==> config.mk <==
export PLATFORM = sky130hd
export DESIGN_NAME = grc_top
export DESIGN_NICKNAME = d
export VERILOG_FILES = /design/src/grc_pkg.sv /design/src/grc_top.sv
export SDC_FILE = /design/constraint.sdc
export NUM_CORES = 1
export LEC_CHECK = 0
export BUFFER_PORTS_ARGS = -buffer_cell sky130_fd_sc_hd__buf_2
export CAP_MARGIN = 20
export CORE_MARGIN = 5
export CORE_UTILIZATION = 40
export DETAILED_ROUTE_END_ITERATION = 8
export RECOVER_POWER = 25
export SLEW_MARGIN = 15
export SYNTH_ARGS = -nofsm -noshare
export SYNTH_HDL_FRONTEND = slang
export SYNTH_SLANG_ARGS = --single-unit
==> constraint.sdc <==
create_clock -name clk -period 4.38 [get_ports clk]
set_clock_uncertainty 0.15 [all_clocks]
set_input_delay 0.876 -clock clk [delete_from_list [all_inputs] [get_ports clk]]
set_output_delay 0.876 -clock clk [all_outputs]
set_load 0.01 [all_outputs]
==> src/grc_pkg.sv <==
// Operation
// - Output pins drive push-pull or open drain; open drain has a switchable pull-up.
// - Output with selector zero drives the pin mode bit: 0 low, 1 high.
// - Selector 1 to 4 picks forwarded input, sequencer level, slow clock or supply fault; 5 to 7 drive the mode bit.
// - Supply fault status asserts while the system supply is below its upper threshold.
// - Routed supply fault is inverted by the mode bit; driver and pull act normally.
// - Slow clock buffer enabled by sequencer or manual bit; pause stops it in power-down.
// - Alternate inputs on pins 0, 2, 4 use only the input buffer, optional debounce.
// - System enable on pin 4 drives run request; assertion gives event and wake-up.
// - Power enable on pin 2 drives run-level request; wakes only if enabled.
// - Watchdog kick active edge clears counter; held asserted it stops the counter.
// - Debounced pins 0 to 3 forward to output pins 0, 1 or 3.
// - Pins taken for analog termination use lose every digital function.
// - Converter voltage writes accepted only while in active power mode.
// - Each regulator holds settings A and B with voltage and sleep bit; select chooses.
// - A/B selection by software, sequencer or input pin; enable by another pin.
// - Linear regulator enabled by direct write, assigned input pin or sequencer step.
// - Sleep link bit for A or B puts the regulator to sleep when active.
// - First linear regulator may be always-on and stays enabled in reset mode.
// - Over current beyond 10 ms raises limit event; raw comparator readable.
// - Over current beyond 200 ms clears enable unless shutdown control is clear.
// - Over-voltage switches on discharge load unless pull-down disable is set.
// - Function code: 0 alternate, 1 input, 2 open drain, 3 push-pull.
// - Assigned pin sets enable on active edge and clears it on passive edge.
package grc_pkg;
  // ==========================================================================
  // Sizes
  localparam int NPIN = 5;
  localparam int NLDO = 4;
  localparam int NREG = 8;
  localparam int FN_W = 2;
  localparam int OS_W = 3;
  localparam int FWD_W = 2;
  localparam int SRC_W = 2;
  localparam int V_W = 7;
  localparam int SET_W = 19;
  localparam int DEB_W = 10;
  localparam int CNT_W = 25;
  localparam int ASYNC_W = NPIN + 2 + 2 * NLDO;
  // ==========================================================================
  // Register offsets (byte addresses)
  localparam logic [7:0] OFS_PIN_CFG = 8'h00;
  localparam logic [7:0] OFS_OUT_SEL = 8'h04;
  localparam logic [7:0] OFS_MISC = 8'h08;
  localparam logic [7:0] OFS_REG_CTRL = 8'h0C;
  localparam logic [7:0] OFS_GPI_ASSIGN = 8'h10;
  localparam logic [7:0] OFS_STATUS = 8'h14;
  localparam logic [7:0] OFS_EVENT = 8'h18;
  localparam logic [2:0] SET_PAGE = 3'h1;
  // ==========================================================================
  // Field positions
  localparam int PC_FUNC_LSB = 0;
  localparam int PC_MODE_LSB = 10;
  localparam int PC_PULL_LSB = 15;
  localparam int PC_POL_LSB = 20;
  localparam int PC_DEB_LSB = 25;
  localparam int OS_SRC_LSB = 0;
  localparam int OS_FWD_LSB = 16;
  localparam int MI_CLK_EN = 0;
  localparam int MI_PAUSE = 1;
  localparam int MI_TERM_MODE = 2;
  localparam int MI_TERM_REF = 3;
  localparam int MI_WAKE2 = 4;
  localparam int MI_SHUT_EN = 5;
  localparam int MI_ALWAYS_ON = 6;
  localparam int RC_EN_LSB = 0;
  localparam int RC_SEL_LSB = 8;
  localparam int GA_SEL_LSB = 0;
  localparam int GA_EN_LSB = 16;
  localparam int ST_PIN_LSB = 0;
  localparam int ST_ILIM_LSB = 8;
  localparam int ST_SYS_RUN = 16;
  localparam int ST_RUN_LVL = 17;
  localparam int ST_FAULT = 18;
  localparam int ST_WD_HOLD = 19;
  localparam int EV_PIN_LSB = 0;
  localparam int EV_LIM = 8;
  localparam int EV_W = 9;
  localparam int SE_VA_LSB = 0;
  localparam int SE_VB_LSB = 8;
  localparam int SE_SLA = 16;
  localparam int SE_SLB = 17;
  localparam int SE_PDD = 18;
  localparam int PIN_WDK = 0;
  localparam int PIN_PWR = 2;
  localparam int PIN_SYS = 4;
  localparam logic [NPIN-1:0] FWD_PINS = 5'h0B;
  // ==========================================================================
  // Reset values
  localparam logic [31:0] PIN_CFG_RST = 32'h0000_0000;
  localparam logic [31:0] OUT_SEL_RST = 32'h0000_0000;
  localparam logic [31:0] MISC_RST = 32'h0000_0020;
  localparam logic [31:0] GPI_RST = 32'h0000_0000;
  localparam logic [SET_W-1:0] SET_RST = 19'h0_0000;
  // ==========================================================================
  // Timing
  localparam int CLK_HZ = 100_000_000;
  localparam int DEB_US = 10;
  localparam int LIM_EVENT_MS = 10;
  localparam int LIM_SHUT_MS = 200;
  localparam int DEB_CYC = DEB_US * (CLK_HZ / 1_000_000);
  localparam int LIM_EVENT_CYC = LIM_EVENT_MS * (CLK_HZ / 1000);
  localparam int LIM_SHUT_CYC = LIM_SHUT_MS * (CLK_HZ / 1000);
  // ==========================================================================
  // Types
  typedef enum logic [FN_W-1:0] {FN_ALT, FN_IN, FN_OD, FN_PP} grc_func_t;
  typedef enum logic [OS_W-1:0] {SRC_MODE, SRC_FWD, SRC_SEQ, SRC_CLK, SRC_FAULT} grc_out_src_t;
  typedef struct packed {
    logic psel;
    logic penable;
    logic pwrite;
    logic [7:0] paddr;
    logic [31:0] pwdata;
  } grc_apb_req_t;
  typedef struct packed {
    logic [NLDO-1:0] ldo_enable;
    logic [NLDO-1:0] ldo_sleep;
    logic [NLDO-1:0] ldo_discharge;
    logic [NREG-1:0][V_W-1:0] voltage;
    logic [NREG-1:NLDO] buck_sleep;
  } grc_reg_out_t;
endpackage : grc_pkg

==> src/grc_top.sv <==
// Design decisions made here: the APB register port and the register addresses.
`timescale 1ns/1ps
module grc_top #(
  parameter int LIM_EVENT_CYCLES = grc_pkg::LIM_EVENT_CYC,
  parameter int LIM_SHUT_CYCLES = grc_pkg::LIM_SHUT_CYC
) (
  input wire logic clk,
  input wire logic resetn,
  input wire grc_pkg::grc_apb_req_t apb_req,
  output logic pready,
  output logic [31:0] prdata,
  output logic pslverr,
  input wire logic [grc_pkg::NPIN-1:0] pin_in,
  output logic [grc_pkg::NPIN-1:0] pin_out,
  output logic [grc_pkg::NPIN-1:0] pin_oe,
  output logic [grc_pkg::NPIN-1:0] pin_pull_select,
  output logic memory_supply_sense,
  output logic termination_reference_output,
  input wire logic supply_low,
  input wire logic slow_clock_in,
  input wire logic [grc_pkg::NPIN-1:0] seq_pin_level,
  input wire logic seq_clk_en,
  input wire logic [grc_pkg::NLDO-1:0] seq_reg_en,
  input wire logic [grc_pkg::NREG-1:0] seq_reg_sel,
  input wire logic power_down_mode,
  input wire logic reset_mode,
  input wire logic active_mode,
  input wire logic [grc_pkg::NLDO-1:0] ldo_ilim,
  input wire logic [grc_pkg::NLDO-1:0] ldo_overvolt,
  output logic system_run_request,
  output logic run_level_request,
  output logic wakeup_event,
  output logic watchdog_clear,
  output logic watchdog_hold,
  output grc_pkg::grc_reg_out_t reg_out
);
  import grc_pkg::*;

  logic [31:0] pin_cfg_q, out_sel_q, misc_q, gpi_q, prdata_d;
  logic [SET_W-1:0] set_q [NREG];
  logic [NLDO-1:0] en_q, seq_en_q;
  logic [NREG-1:0] sel_q, seq_sel_q;
  logic [EV_W-1:0] ev_q, ev_set;
  logic [ASYNC_W-1:0] s1_q, s2_q, s3_q, filt_q;
  logic [NPIN-1:0] deb_q, act_q, act_now, rise, fall, ana_mask, lvl, dig;
  logic [DEB_W-1:0] deb_cnt_q [NPIN];
  logic [CNT_W-1:0] oc_cnt_q [NLDO];
  grc_func_t func [NPIN];
  grc_out_src_t osel [NPIN];
  logic [FWD_W-1:0] fsrc [NPIN];
  logic acc, wr, rd_ok, fault_low, clk_buf_on, clk32;
  logic [NPIN-1:0] mode, pull, pol, deb_on;
  logic [NLDO-1:0] ilim, ovl;

  // ==========================================================================
  // APB slave
  assign acc = apb_req.psel & apb_req.penable & pready;
  assign wr = acc & apb_req.pwrite;

  // Zero wait states: the answer is ready in the first access cycle
  always_ff @(posedge clk) begin
    if (!resetn) begin
      pready <= 1'b0;
      prdata <= 32'h0000_0000;
      pslverr <= 1'b0;
    end else begin
      pready <= apb_req.psel & ~apb_req.penable;
      prdata <= prdata_d;
      pslverr <= apb_req.psel & ~apb_req.penable & ~rd_ok;
    end
  end

  // Read mux; unmapped addresses read zero and flag an error
  always_comb begin
    prdata_d = 32'h0000_0000;
    rd_ok = 1'b1;
    if (apb_req.paddr[7:5] == SET_PAGE && apb_req.paddr[1:0] == 2'h0) begin
      prdata_d[SET_W-1:0] = set_q[apb_req.paddr[4:2]];
    end else begin
      unique case (apb_req.paddr)
        OFS_PIN_CFG: prdata_d = pin_cfg_q;
        OFS_OUT_SEL: prdata_d = out_sel_q;
        OFS_MISC: prdata_d = misc_q;
        OFS_GPI_ASSIGN: prdata_d = gpi_q;
        OFS_REG_CTRL: begin
          prdata_d[RC_EN_LSB +: NLDO] = en_q;
          prdata_d[RC_SEL_LSB +: NREG] = sel_q;
        end
        OFS_STATUS: begin
          prdata_d[ST_PIN_LSB +: NPIN] = deb_q;
          prdata_d[ST_ILIM_LSB +: NLDO] = ilim;
          prdata_d[ST_SYS_RUN] = system_run_request;
          prdata_d[ST_RUN_LVL] = run_level_request;
          prdata_d[ST_FAULT] = fault_low;
          prdata_d[ST_WD_HOLD] = watchdog_hold;
        end
        OFS_EVENT: prdata_d[EV_W-1:0] = ev_q;
        default: rd_ok = 1'b0;
      endcase
    end
  end

  // Configuration registers
  always_ff @(posedge clk) begin
    if (!resetn) begin
      pin_cfg_q <= PIN_CFG_RST;
      out_sel_q <= OUT_SEL_RST;
      misc_q <= MISC_RST;
      gpi_q <= GPI_RST;
    end else if (wr) begin
      if (apb_req.paddr == OFS_PIN_CFG) pin_cfg_q <= apb_req.pwdata;
      if (apb_req.paddr == OFS_OUT_SEL) out_sel_q <= apb_req.pwdata;
      if (apb_req.paddr == OFS_MISC) misc_q <= apb_req.pwdata;
      if (apb_req.paddr == OFS_GPI_ASSIGN) gpi_q <= apb_req.pwdata;
    end
  end

  // Settings A/B per regulator; converter entries only take writes in active mode
  always_ff @(posedge clk) begin
    for (int i = 0; i < NREG; i++) begin
      if (!resetn) begin
        set_q[i] <= SET_RST;
      end else if (wr && apb_req.paddr[7:5] == SET_PAGE && apb_req.paddr[4:2] == 3'(i)
                   && (i < NLDO || active_mode)) begin
        set_q[i] <= apb_req.pwdata[SET_W-1:0];
      end
    end
  end

  // ==========================================================================
  // Field decode
  assign mode = pin_cfg_q[PC_MODE_LSB +: NPIN];
  assign pull = pin_cfg_q[PC_PULL_LSB +: NPIN];
  assign pol = pin_cfg_q[PC_POL_LSB +: NPIN];
  assign deb_on = pin_cfg_q[PC_DEB_LSB +: NPIN];

  always_comb begin
    for (int i = 0; i < NPIN; i++) begin
      func[i] = grc_func_t'(pin_cfg_q[PC_FUNC_LSB + FN_W * i +: FN_W]);
      osel[i] = grc_out_src_t'(out_sel_q[OS_SRC_LSB + OS_W * i +: OS_W]);
      fsrc[i] = out_sel_q[OS_FWD_LSB + FWD_W * i +: FWD_W];
    end
  end

  // ==========================================================================
  // Input synchronisers: three stages, a change counts once stages two and three agree
  always_ff @(posedge clk) begin
    if (!resetn) begin
      s1_q <= '0;
      s2_q <= '0;
      s3_q <= '0;
      filt_q <= '0;
    end else begin
      s1_q <= {ldo_overvolt, ldo_ilim, slow_clock_in, supply_low, pin_in};
      s2_q <= s1_q;
      s3_q <= s2_q;
      filt_q <= (s2_q & s3_q) | (filt_q & (s2_q ^ s3_q));
    end
  end

  assign fault_low = filt_q[NPIN];
  assign clk32 = filt_q[NPIN + 1];
  assign ilim = filt_q[NPIN + 2 +: NLDO];
  assign ovl = filt_q[NPIN + 2 + NLDO +: NLDO];

  // Analog use of pins 0 and 1 cuts their digital path in both directions
  always_comb begin
    ana_mask = '0;
    ana_mask[0] = misc_q[MI_TERM_MODE];
    ana_mask[1] = misc_q[MI_TERM_REF];
  end
  assign dig = filt_q[NPIN-1:0] & ~ana_mask;

  // ==========================================================================
  // Debounce: a level must hold for the whole window before it is taken
  always_ff @(posedge clk) begin
    for (int i = 0; i < NPIN; i++) begin
      if (!resetn) begin
        deb_q[i] <= 1'b0;
        deb_cnt_q[i] <= '0;
      end else if (!deb_on[i] || dig[i] == deb_q[i]) begin
        deb_q[i] <= dig[i];
        deb_cnt_q[i] <= '0;
      end else if (deb_cnt_q[i] == DEB_W'(DEB_CYC - 1)) begin
        deb_q[i] <= dig[i];
        deb_cnt_q[i] <= '0;
      end else begin
        deb_cnt_q[i] <= deb_cnt_q[i] + DEB_W'(1);
      end
    end
  end

  // Polarity applied after debounce; edges come from the previous active level
  assign act_now = deb_q ~^ pol;
  assign rise = act_now & ~act_q;
  assign fall = ~act_now & act_q;

  always_ff @(posedge clk) begin
    if (!resetn) begin
      act_q <= '1; // Reset pins read as active under reset polarity; avoids a false edge
      seq_en_q <= '0;
      seq_sel_q <= '0;
    end else begin
      act_q <= act_now;
      seq_en_q <= seq_reg_en;
      seq_sel_q <= seq_reg_sel;
    end
  end

  // ==========================================================================
  // Alternate input functions (input buffer only, no event path except pin 4)
  always_ff @(posedge clk) begin
    if (!resetn) begin
      system_run_request <= 1'b0;
      run_level_request <= 1'b0;
      wakeup_event <= 1'b0;
      watchdog_clear <= 1'b0;
      watchdog_hold <= 1'b0;
    end else begin
      if (func[PIN_SYS] == FN_ALT && rise[PIN_SYS]) system_run_request <= 1'b1;
      else if (func[PIN_SYS] == FN_ALT && fall[PIN_SYS]) system_run_request <= 1'b0;
      if (func[PIN_PWR] == FN_ALT && rise[PIN_PWR]) run_level_request <= 1'b1;
      else if (func[PIN_PWR] == FN_ALT && fall[PIN_PWR]) run_level_request <= 1'b0;
      wakeup_event <= (func[PIN_SYS] == FN_ALT && rise[PIN_SYS])
                    | (func[PIN_PWR] == FN_ALT && rise[PIN_PWR] && misc_q[MI_WAKE2]);
      watchdog_clear <= func[PIN_WDK] == FN_ALT && rise[PIN_WDK];
      watchdog_hold <= func[PIN_WDK] == FN_ALT && act_now[PIN_WDK];
    end
  end

  // Input events: general inputs on active edge, system enable on assertion only
  always_comb begin
    ev_set = '0;
    for (int i = 0; i < NPIN; i++) begin
      ev_set[EV_PIN_LSB + i] = rise[i] && (func[i] == FN_IN || (i == PIN_SYS && func[i] == FN_ALT));
    end
    for (int i = 0; i < NLDO; i++) begin
      if (ilim[i] && en_q[i] && oc_cnt_q[i] == CNT_W'(LIM_EVENT_CYCLES)) ev_set[EV_LIM] = 1'b1;
    end
  end

  // Sticky events, write one to clear; a new event in the clear cycle survives
  always_ff @(posedge clk) begin
    if (!resetn) ev_q <= '0;
    else if (wr && apb_req.paddr == OFS_EVENT) ev_q <= (ev_q & ~apb_req.pwdata[EV_W-1:0]) | ev_set;
    else ev_q <= ev_q | ev_set;
  end

  // ==========================================================================
  // Pin drivers
  assign clk_buf_on = (seq_clk_en | misc_q[MI_CLK_EN]) & ~(misc_q[MI_PAUSE] & power_down_mode);

  always_comb begin
    for (int i = 0; i < NPIN; i++) begin
      unique case (osel[i])
        SRC_MODE: lvl[i] = mode[i];
        SRC_FWD: lvl[i] = FWD_PINS[i] ? deb_q[fsrc[i]] : mode[i];
        SRC_SEQ: lvl[i] = seq_pin_level[i];
        SRC_CLK: lvl[i] = clk32 & clk_buf_on;
        SRC_FAULT: lvl[i] = ~fault_low ^ mode[i];
        default: lvl[i] = mode[i];
      endcase
    end
  end

  // Open drain only ever pulls low; pull-up applies in that mode alone
  always_ff @(posedge clk) begin
    if (!resetn) begin
      pin_out <= '0;
      pin_oe <= '0;
      pin_pull_select <= '0;
      memory_supply_sense <= 1'b0;
      termination_reference_output <= 1'b0;
    end else begin
      for (int i = 0; i < NPIN; i++) begin
        pin_out[i] <= func[i] == FN_PP && !ana_mask[i] && lvl[i];
        pin_oe[i] <= !ana_mask[i] && (func[i] == FN_PP || (func[i] == FN_OD && !lvl[i]));
        pin_pull_select[i] <= !ana_mask[i] && func[i] == FN_OD && pull[i];
      end
      memory_supply_sense <= ana_mask[0];
      termination_reference_output <= ana_mask[1];
    end
  end

  // ==========================================================================
  // Over-current timing: counts continuous limit time, saturating at the shutdown count
  always_ff @(posedge clk) begin
    for (int i = 0; i < NLDO; i++) begin
      if (!resetn || !ilim[i] || !en_q[i]) oc_cnt_q[i] <= '0;
      else if (oc_cnt_q[i] != CNT_W'(LIM_SHUT_CYCLES)) oc_cnt_q[i] <= oc_cnt_q[i] + CNT_W'(1);
    end
  end

  // Enables: write, then pin or sequencer edges, then shutdown, later wins
  always_ff @(posedge clk) begin
    if (!resetn) begin
      en_q <= '0;
    end else begin
      for (int i = 0; i < NLDO; i++) begin
        logic [SRC_W-1:0] src;
        logic en_d;
        src = gpi_q[GA_EN_LSB + SRC_W * i +: SRC_W];
        en_d = en_q[i];
        if (wr && apb_req.paddr == OFS_REG_CTRL) en_d = apb_req.pwdata[RC_EN_LSB + i];
        if (src != '0) begin
          if (func[src] == FN_IN && rise[src]) en_d = 1'b1;
          if (func[src] == FN_IN && fall[src]) en_d = 1'b0;
        end else begin
          if (seq_reg_en[i] && !seq_en_q[i]) en_d = 1'b1;
          if (!seq_reg_en[i] && seq_en_q[i]) en_d = 1'b0;
        end
        if (misc_q[MI_SHUT_EN] && ilim[i] && oc_cnt_q[i] == CNT_W'(LIM_SHUT_CYCLES)) en_d = 1'b0;
        en_q[i] <= en_d;
      end
    end
  end

  // A/B selects for every regulator from software, pin edges or sequencer
  always_ff @(posedge clk) begin
    if (!resetn) begin
      sel_q <= '0;
    end else begin
      for (int i = 0; i < NREG; i++) begin
        logic [SRC_W-1:0] src;
        logic sel_d;
        src = gpi_q[GA_SEL_LSB + SRC_W * i +: SRC_W];
        sel_d = sel_q[i];
        if (wr && apb_req.paddr == OFS_REG_CTRL) sel_d = apb_req.pwdata[RC_SEL_LSB + i];
        if (src != '0) begin
          if (func[src] == FN_IN && rise[src]) sel_d = 1'b1;
          if (func[src] == FN_IN && fall[src]) sel_d = 1'b0;
        end else begin
          if (seq_reg_sel[i] && !seq_sel_q[i]) sel_d = 1'b1;
          if (!seq_reg_sel[i] && seq_sel_q[i]) sel_d = 1'b0;
        end
        sel_q[i] <= sel_d;
      end
    end
  end

  // Regulator outputs; reset mode keeps only an always-on first regulator
  always_ff @(posedge clk) begin
    if (!resetn) begin
      reg_out <= '0;
    end else begin
      for (int i = 0; i < NREG; i++) begin
        logic slp;
        slp = sel_q[i] ? set_q[i][SE_SLB] : set_q[i][SE_SLA];
        reg_out.voltage[i] <= sel_q[i] ? set_q[i][SE_VB_LSB +: V_W] : set_q[i][SE_VA_LSB +: V_W];
        if (i < NLDO) begin
          reg_out.ldo_sleep[i] <= slp;
          reg_out.ldo_discharge[i] <= ovl[i] && !set_q[i][SE_PDD];
          reg_out.ldo_enable[i] <= (en_q[i] && !reset_mode) || (i == 0 && misc_q[MI_ALWAYS_ON]);
        end else begin
          reg_out.buck_sleep[i] <= slp;
        end
      end
    end
  end

  // ==========================================================================
  // Checks
  chk_pp_mode_drive: assert property (@(posedge clk) disable iff (!resetn)
    func[3] == FN_PP && osel[3] == SRC_MODE |=> pin_oe[3] && pin_out[3] == $past(mode[3]))
    else $error("push-pull pin 3 does not follow its mode bit");
  chk_od_release: assert property (@(posedge clk) disable iff (!resetn)
    func[2] == FN_OD && osel[2] == SRC_MODE && mode[2] |=> !pin_oe[2] && pin_pull_select[2] == $past(pull[2]))
    else $error("open-drain high level not released with its pull setting");
  chk_fault_invert: assert property (@(posedge clk) disable iff (!resetn)
    func[3] == FN_PP && osel[3] == SRC_FAULT |=> pin_out[3] == ($past(fault_low) ~^ $past(mode[3])))
    else $error("supply fault output not inverted by mode bit");
  chk_clk_paused: assert property (@(posedge clk) disable iff (!resetn)
    osel[3] == SRC_CLK && misc_q[MI_PAUSE] && power_down_mode |=> !pin_out[3])
    else $error("slow clock still driven while paused in power-down");
  chk_kick_clear: assert property (@(posedge clk) disable iff (!resetn)
    func[PIN_WDK] == FN_ALT && rise[PIN_WDK] |=> watchdog_clear && watchdog_hold)
    else $error("watchdog kick edge did not clear and hold");
  chk_sys_wake: assert property (@(posedge clk) disable iff (!resetn)
    func[PIN_SYS] == FN_ALT && rise[PIN_SYS] |=> system_run_request && wakeup_event && ev_q[EV_PIN_LSB + PIN_SYS])
    else $error("system enable assertion missed request, wake or event");
  chk_limit_event: assert property (@(posedge clk) disable iff (!resetn)
    ilim[0] && en_q[0] && oc_cnt_q[0] == CNT_W'(LIM_EVENT_CYCLES) |=> ev_q[EV_LIM])
    else $error("limit event not raised after the limit time");
  chk_shut_off: assert property (@(posedge clk) disable iff (!resetn)
    misc_q[MI_SHUT_EN] && ilim[0] && oc_cnt_q[0] == CNT_W'(LIM_SHUT_CYCLES) |=> !en_q[0])
    else $error("over-current shutdown did not clear the enable");
  chk_analog_off: assert property (@(posedge clk) disable iff (!resetn)
    misc_q[MI_TERM_MODE] |=> !pin_oe[0] && !pin_out[0] && memory_supply_sense)
    else $error("analog pin 0 still driven digitally");
  chk_buck_locked: assert property (@(posedge clk) disable iff (!resetn)
    !active_mode && wr && apb_req.paddr == 8'h30 |=> set_q[NLDO] == $past(set_q[NLDO]))
    else $error("converter setting changed outside active mode");
  chk_sleep_link: assert property (@(posedge clk) disable iff (!resetn)
    sel_q[0] && set_q[0][SE_SLB] |=> reg_out.ldo_sleep[0])
    else $error("sleep link on setting B not applied");
endmodule : grc_top
==> results.sh <==
export IMPL_status="complete, but fails checks"
export IMPL_violations="max-capacitance violations, max-slew violations"
export IMPL_grt_pass1_vias=22334
export IMPL_max_freq_ghz=0.266
export IMPL_drc=0
export IMPL_grt_pass1_wl_mm=140
export IMPL_overflow=0
export IMPL_avgViaCountPerCell=5.58
export IMPL_clock_sinks=661
export IMPL_clock_root_buffer="clkbuf_16"
export IMPL_switching_share_pct=23.0
export IMPL_path_clk_slew_ps=60
export IMPL_finalWirelength_mm=93.7
export IMPL_synth_ff_type="dfxtp_1"
export IMPL_die_area_um2=79400
export IMPL_sequentialPowerShare_pct=49.6
export IMPL_worstPathRequired_ps=4710
export IMPL_place_inst=3975
export IMPL_rsz0062_at_grt="no"
export IMPL_synthCells=2876
export IMPL_track_usage_pct=23.0
export IMPL_hpwl_mm=65.9
export IMPL_clockBufferDepth=3
export IMPL_die_y_um=282
export IMPL_synth_seq_cells=661
export IMPL_worstHoldStart="s1_q[14]"
export IMPL_cp_arrival_ps=4090
export IMPL_power_share_clock_pct=45.6
export IMPL_layout_cells_non_filler=4119
export IMPL_min_delay_path_class="flip-flop to flip-flop"
export IMPL_yosysSeqAreaShare_pct=55.0
export IMPL_row_count=99
export IMPL_routedWlPerCell_um=22.8
export IMPL_cap_violations=1
export IMPL_synth_xor_area_share_pct=4.30
export IMPL_yosysUniqueCellTypes=76
export IMPL_place_congestion=0.920
export IMPL_yosysWarnings=0
export IMPL_internal_power_w=0.0103
export IMPL_cp_max_fo=56
export IMPL_reg2reg_setup_slack_ps=1140
export IMPL_antenna_found_initial=17
export IMPL_synth_top_family_by_area="simple AND/OR/NAND/NOR gates"
export IMPL_timing_rr_start="oc_cnt_q[1][0]"
export IMPL_cts_hold_buf=0
export IMPL_p_per_area_nw_per_um2=394
export IMPL_dr_total_vias=23004
export IMPL_synth_compound_area_share_pct=8.05
export IMPL_num_io_pins=209
export IMPL_ir_drop_mv=0.212
export IMPL_maxSlewViolCount=25
export IMPL_path_class="primary input to flip-flop"
export IMPL_synth_area_mux_share_pct=7.66
export IMPL_leakage_nw=12.1
export IMPL_fin_crit_ps=3760
export IMPL_syn_to_final_growth_pct=15.4
export IMPL_period_share_pct=85.7
export IMPL_cts_repair_resized=0
export IMPL_setup_viol=0
export IMPL_synth_simple_area_share_pct=20.6
export IMPL_async_reset_ff_share_pct=0
export IMPL_worst_slew_pin_slew_ps=1870
export IMPL_htree_levels=3
export IMPL_postRouteAntennaNets=0
export IMPL_dr_pass1_iters=9
export IMPL_start_util_pct=40.4
export IMPL_die_x_um=282
export IMPL_avgSynthCellArea_um2=10.3
export IMPL_grt_max_degree=80
export IMPL_post_cts_buffers=0
export IMPL_cts_buffers=72
export IMPL_portBuffers=208
export IMPL_holdPathEnd="s2_q[14]"
export IMPL_comb_power_share_pct=4.8
export IMPL_clk_latency_ps=630
export IMPL_synth_edf_count=302
export IMPL_nets=3200
export IMPL_p_switching_w=0.00310
export IMPL_fin_tns_setup_ps=0
export IMPL_synthAdderAreaFrac_pct=1.22
export IMPL_synth_area_um2=29600
export IMPL_final_hold_viol_count=0
export IMPL_max_stage_delay_ps=1310
export IMPL_rr_worst_depth=6
export IMPL_cp_slowest_cell="clkbuf_1"
export IMPL_cts_tree="done"
export IMPL_start_kind="primary input"
export IMPL_layout_drive_gt1_share_pct=12.6
export IMPL_core_um2=73100
export IMPL_end_kind="flip-flop"
export IMPL_hold_depth=1
export IMPL_reg2reg_to="oc_cnt_q[1][15]"
export IMPL_maxSlewHeadroom_pct=-24.5
export IMPL_drt_iter0_markers=2599
export IMPL_crit_chain="clkbuf_1, inv_8, clkbuf_2, nor3b_1"
## cell usage after synthesis, drive strengths merged, types with 13 or more instances
cell	n	share of area (%)
nor3b	24	0.61
ha	28	1.2
inv	53	0.67
dfxtp	359	24
clkbuf	154	2.0
nor4b	13	0.39
a22oi	18	0.46
mux2	19	0.72
a222oi	22	0.75
and2	186	3.9
nand4	43	0.91
a21oi	197	3.3
nand3	61	1.0
buf	31	0.54
nor3	88	1.5
o21ai	35	0.59
xor2	65	1.9
edfxtp	302	31
nor2b	21	0.44
mux4	48	3.7
nand2	410	5.2
mux2i	88	3.3
and3	19	0.40
nor4	24	0.59
xnor2	80	2.4
nor2	331	4.2
## cells in the final DEF, fill, tap and decap left out, types with 8 or more instances in the layout
cell         n
edfxtp_1   302
mux2i_1     81
or3_1       11
clkbuf_8    17
nand3_1     61
ha_1        28
nor3b_1     24
a222oi_1    22
and2_0      22
and2_1     164
nand2_1    410
inv_1       52
xor2_1      65
and4_1      11
xnor2_1     80
nor4b_1     13
a221oi_1     9
mux4_2      48
dfxtp_1    359
o21ai_1      8
a22oi_1     18
nor3_2       8
clkinv_2     8
nand4_1     43
conb_1      50
nor2b_1     21
nor4_1      20
buf_2      122
diode_2     10
nor3_1      80
mux2_2      19
clkbuf_16   75
a21oi_1    197
o32a_1       8
buf_4       65
nor2_1     331
and3_1      19
clkbuf_1   105
a31oi_1     10
o21ai_0     27
## flip-flops by register name, indices dropped and copies added (netlist names), 4 cells and up
| register | flops |
|---|---|
| act_q | 5 |
| deb_cnt_q | 50 |
| deb_q | 5 |
| en_q | 4 |
| ev_q | 9 |
| filt_q | 15 |
| gpi_q | 32 |
| misc_q | 32 |
| oc_cnt_q | 100 |
| out_sel_q | 32 |
| pin_cfg_q | 32 |
| pin_oe | 5 |
| pin_out | 5 |
| pin_pull_select | 5 |
| prdata | 32 |
| reg_out | 72 |
| s1_q | 15 |
| s2_q | 15 |
| s3_q | 15 |
| sel_q | 8 |
| seq_en_q | 4 |
| seq_sel_q | 8 |
| set_q | 152 |
## layer usage
metal	routed length [um]	up-vias	track usage (%)
met5	69	-	0
met4	3850	12	9.09
met3	8480	228	4.74
met2	42600	1071	36.3
met1	38700	11181	31.2
li1	-	10512	-
## critical path: cells and delay by family
family | cells | cell delay [ps]
and+or+nand+nor | 1 | 540
buffers and inverters | 3 | 2590
## layout make-up
| cell class | count | area, um2 |
|---|---|---|
| Antenna cell | 10 | 25.0 |
| Clock buffer | 109 | 2170 |
| Clock inverter | 24 | 225 |
| Fill cell | 6760 | 39000 |
| Inverter | 56 | 218 |
| Multi-Input combinational cell | 2023 | 12600 |
| Sequential cell | 661 | 16300 |
| Tap cell | 959 | 1200 |
| Timing Repair Buffer | 277 | 1440 |
## through the flow
step	util [%]	cell area (um2)	hold WS (ps)	total power, W	setup slack, ps
floorplan	-	29700	244	0.00712	629
global placement	43.5	31800	267	0.00743	814
detailed placement	43.5	31800	274	0.00744	791
CTS	46.8	34200	288	0.0135	1100
global route	46.6	34100	301	0.0138	483
finish	46.7	34100	285	0.0134	625
## logic make-up (layout without fill, tap and decap cells)
| group | Yosys count | count (layout) |
|---|---|---|
| multiplexers | 155 | 155 |
| flip-flops | 661 | 661 |
| XOR/XNOR | 145 | 145 |
| adder cells (fa/ha/maj) | 29 | 29 |
| buffers and inverters | 241 | 466 |
| AO/OA/AOI/OAI | 374 | 374 |
| other | 1 | 60 |
| AND/OR/NAND/NOR | 1270 | 1270 |
## worst max-delay path by stage
stage	start	endpoint	slack (ps)
5_1_grt	resetn	reg_out[61]	480
6_report	resetn	reg_out[61]	620
3_5_place_dp	apb_req[33]	sel_q[1]	790
3_3_place_gp	apb_req[33]	sel_q[1]	810
2_1_floorplan	apb_req[36]	set_q[4][0]	630
4_1_cts	oc_cnt_q[1][0]	oc_cnt_q[1][15]	1100
## power groups by stage
stage / Sequential, W / Clock (W) / Combinational, W
after detailed placement: 0.00680 / 0 / 0.000639
after CTS: 0.00667 / 0.00623 / 0.000642
final: 0.00667 / 0.00613 / 0.000639
after global placement: 0.00680 / 0 / 0.000631
after global routing: 0.00668 / 0.00649 / 0.000681
after floorplan: 0.00673 / 0 / 0.000388
Power figures use the tool's default switching activity.
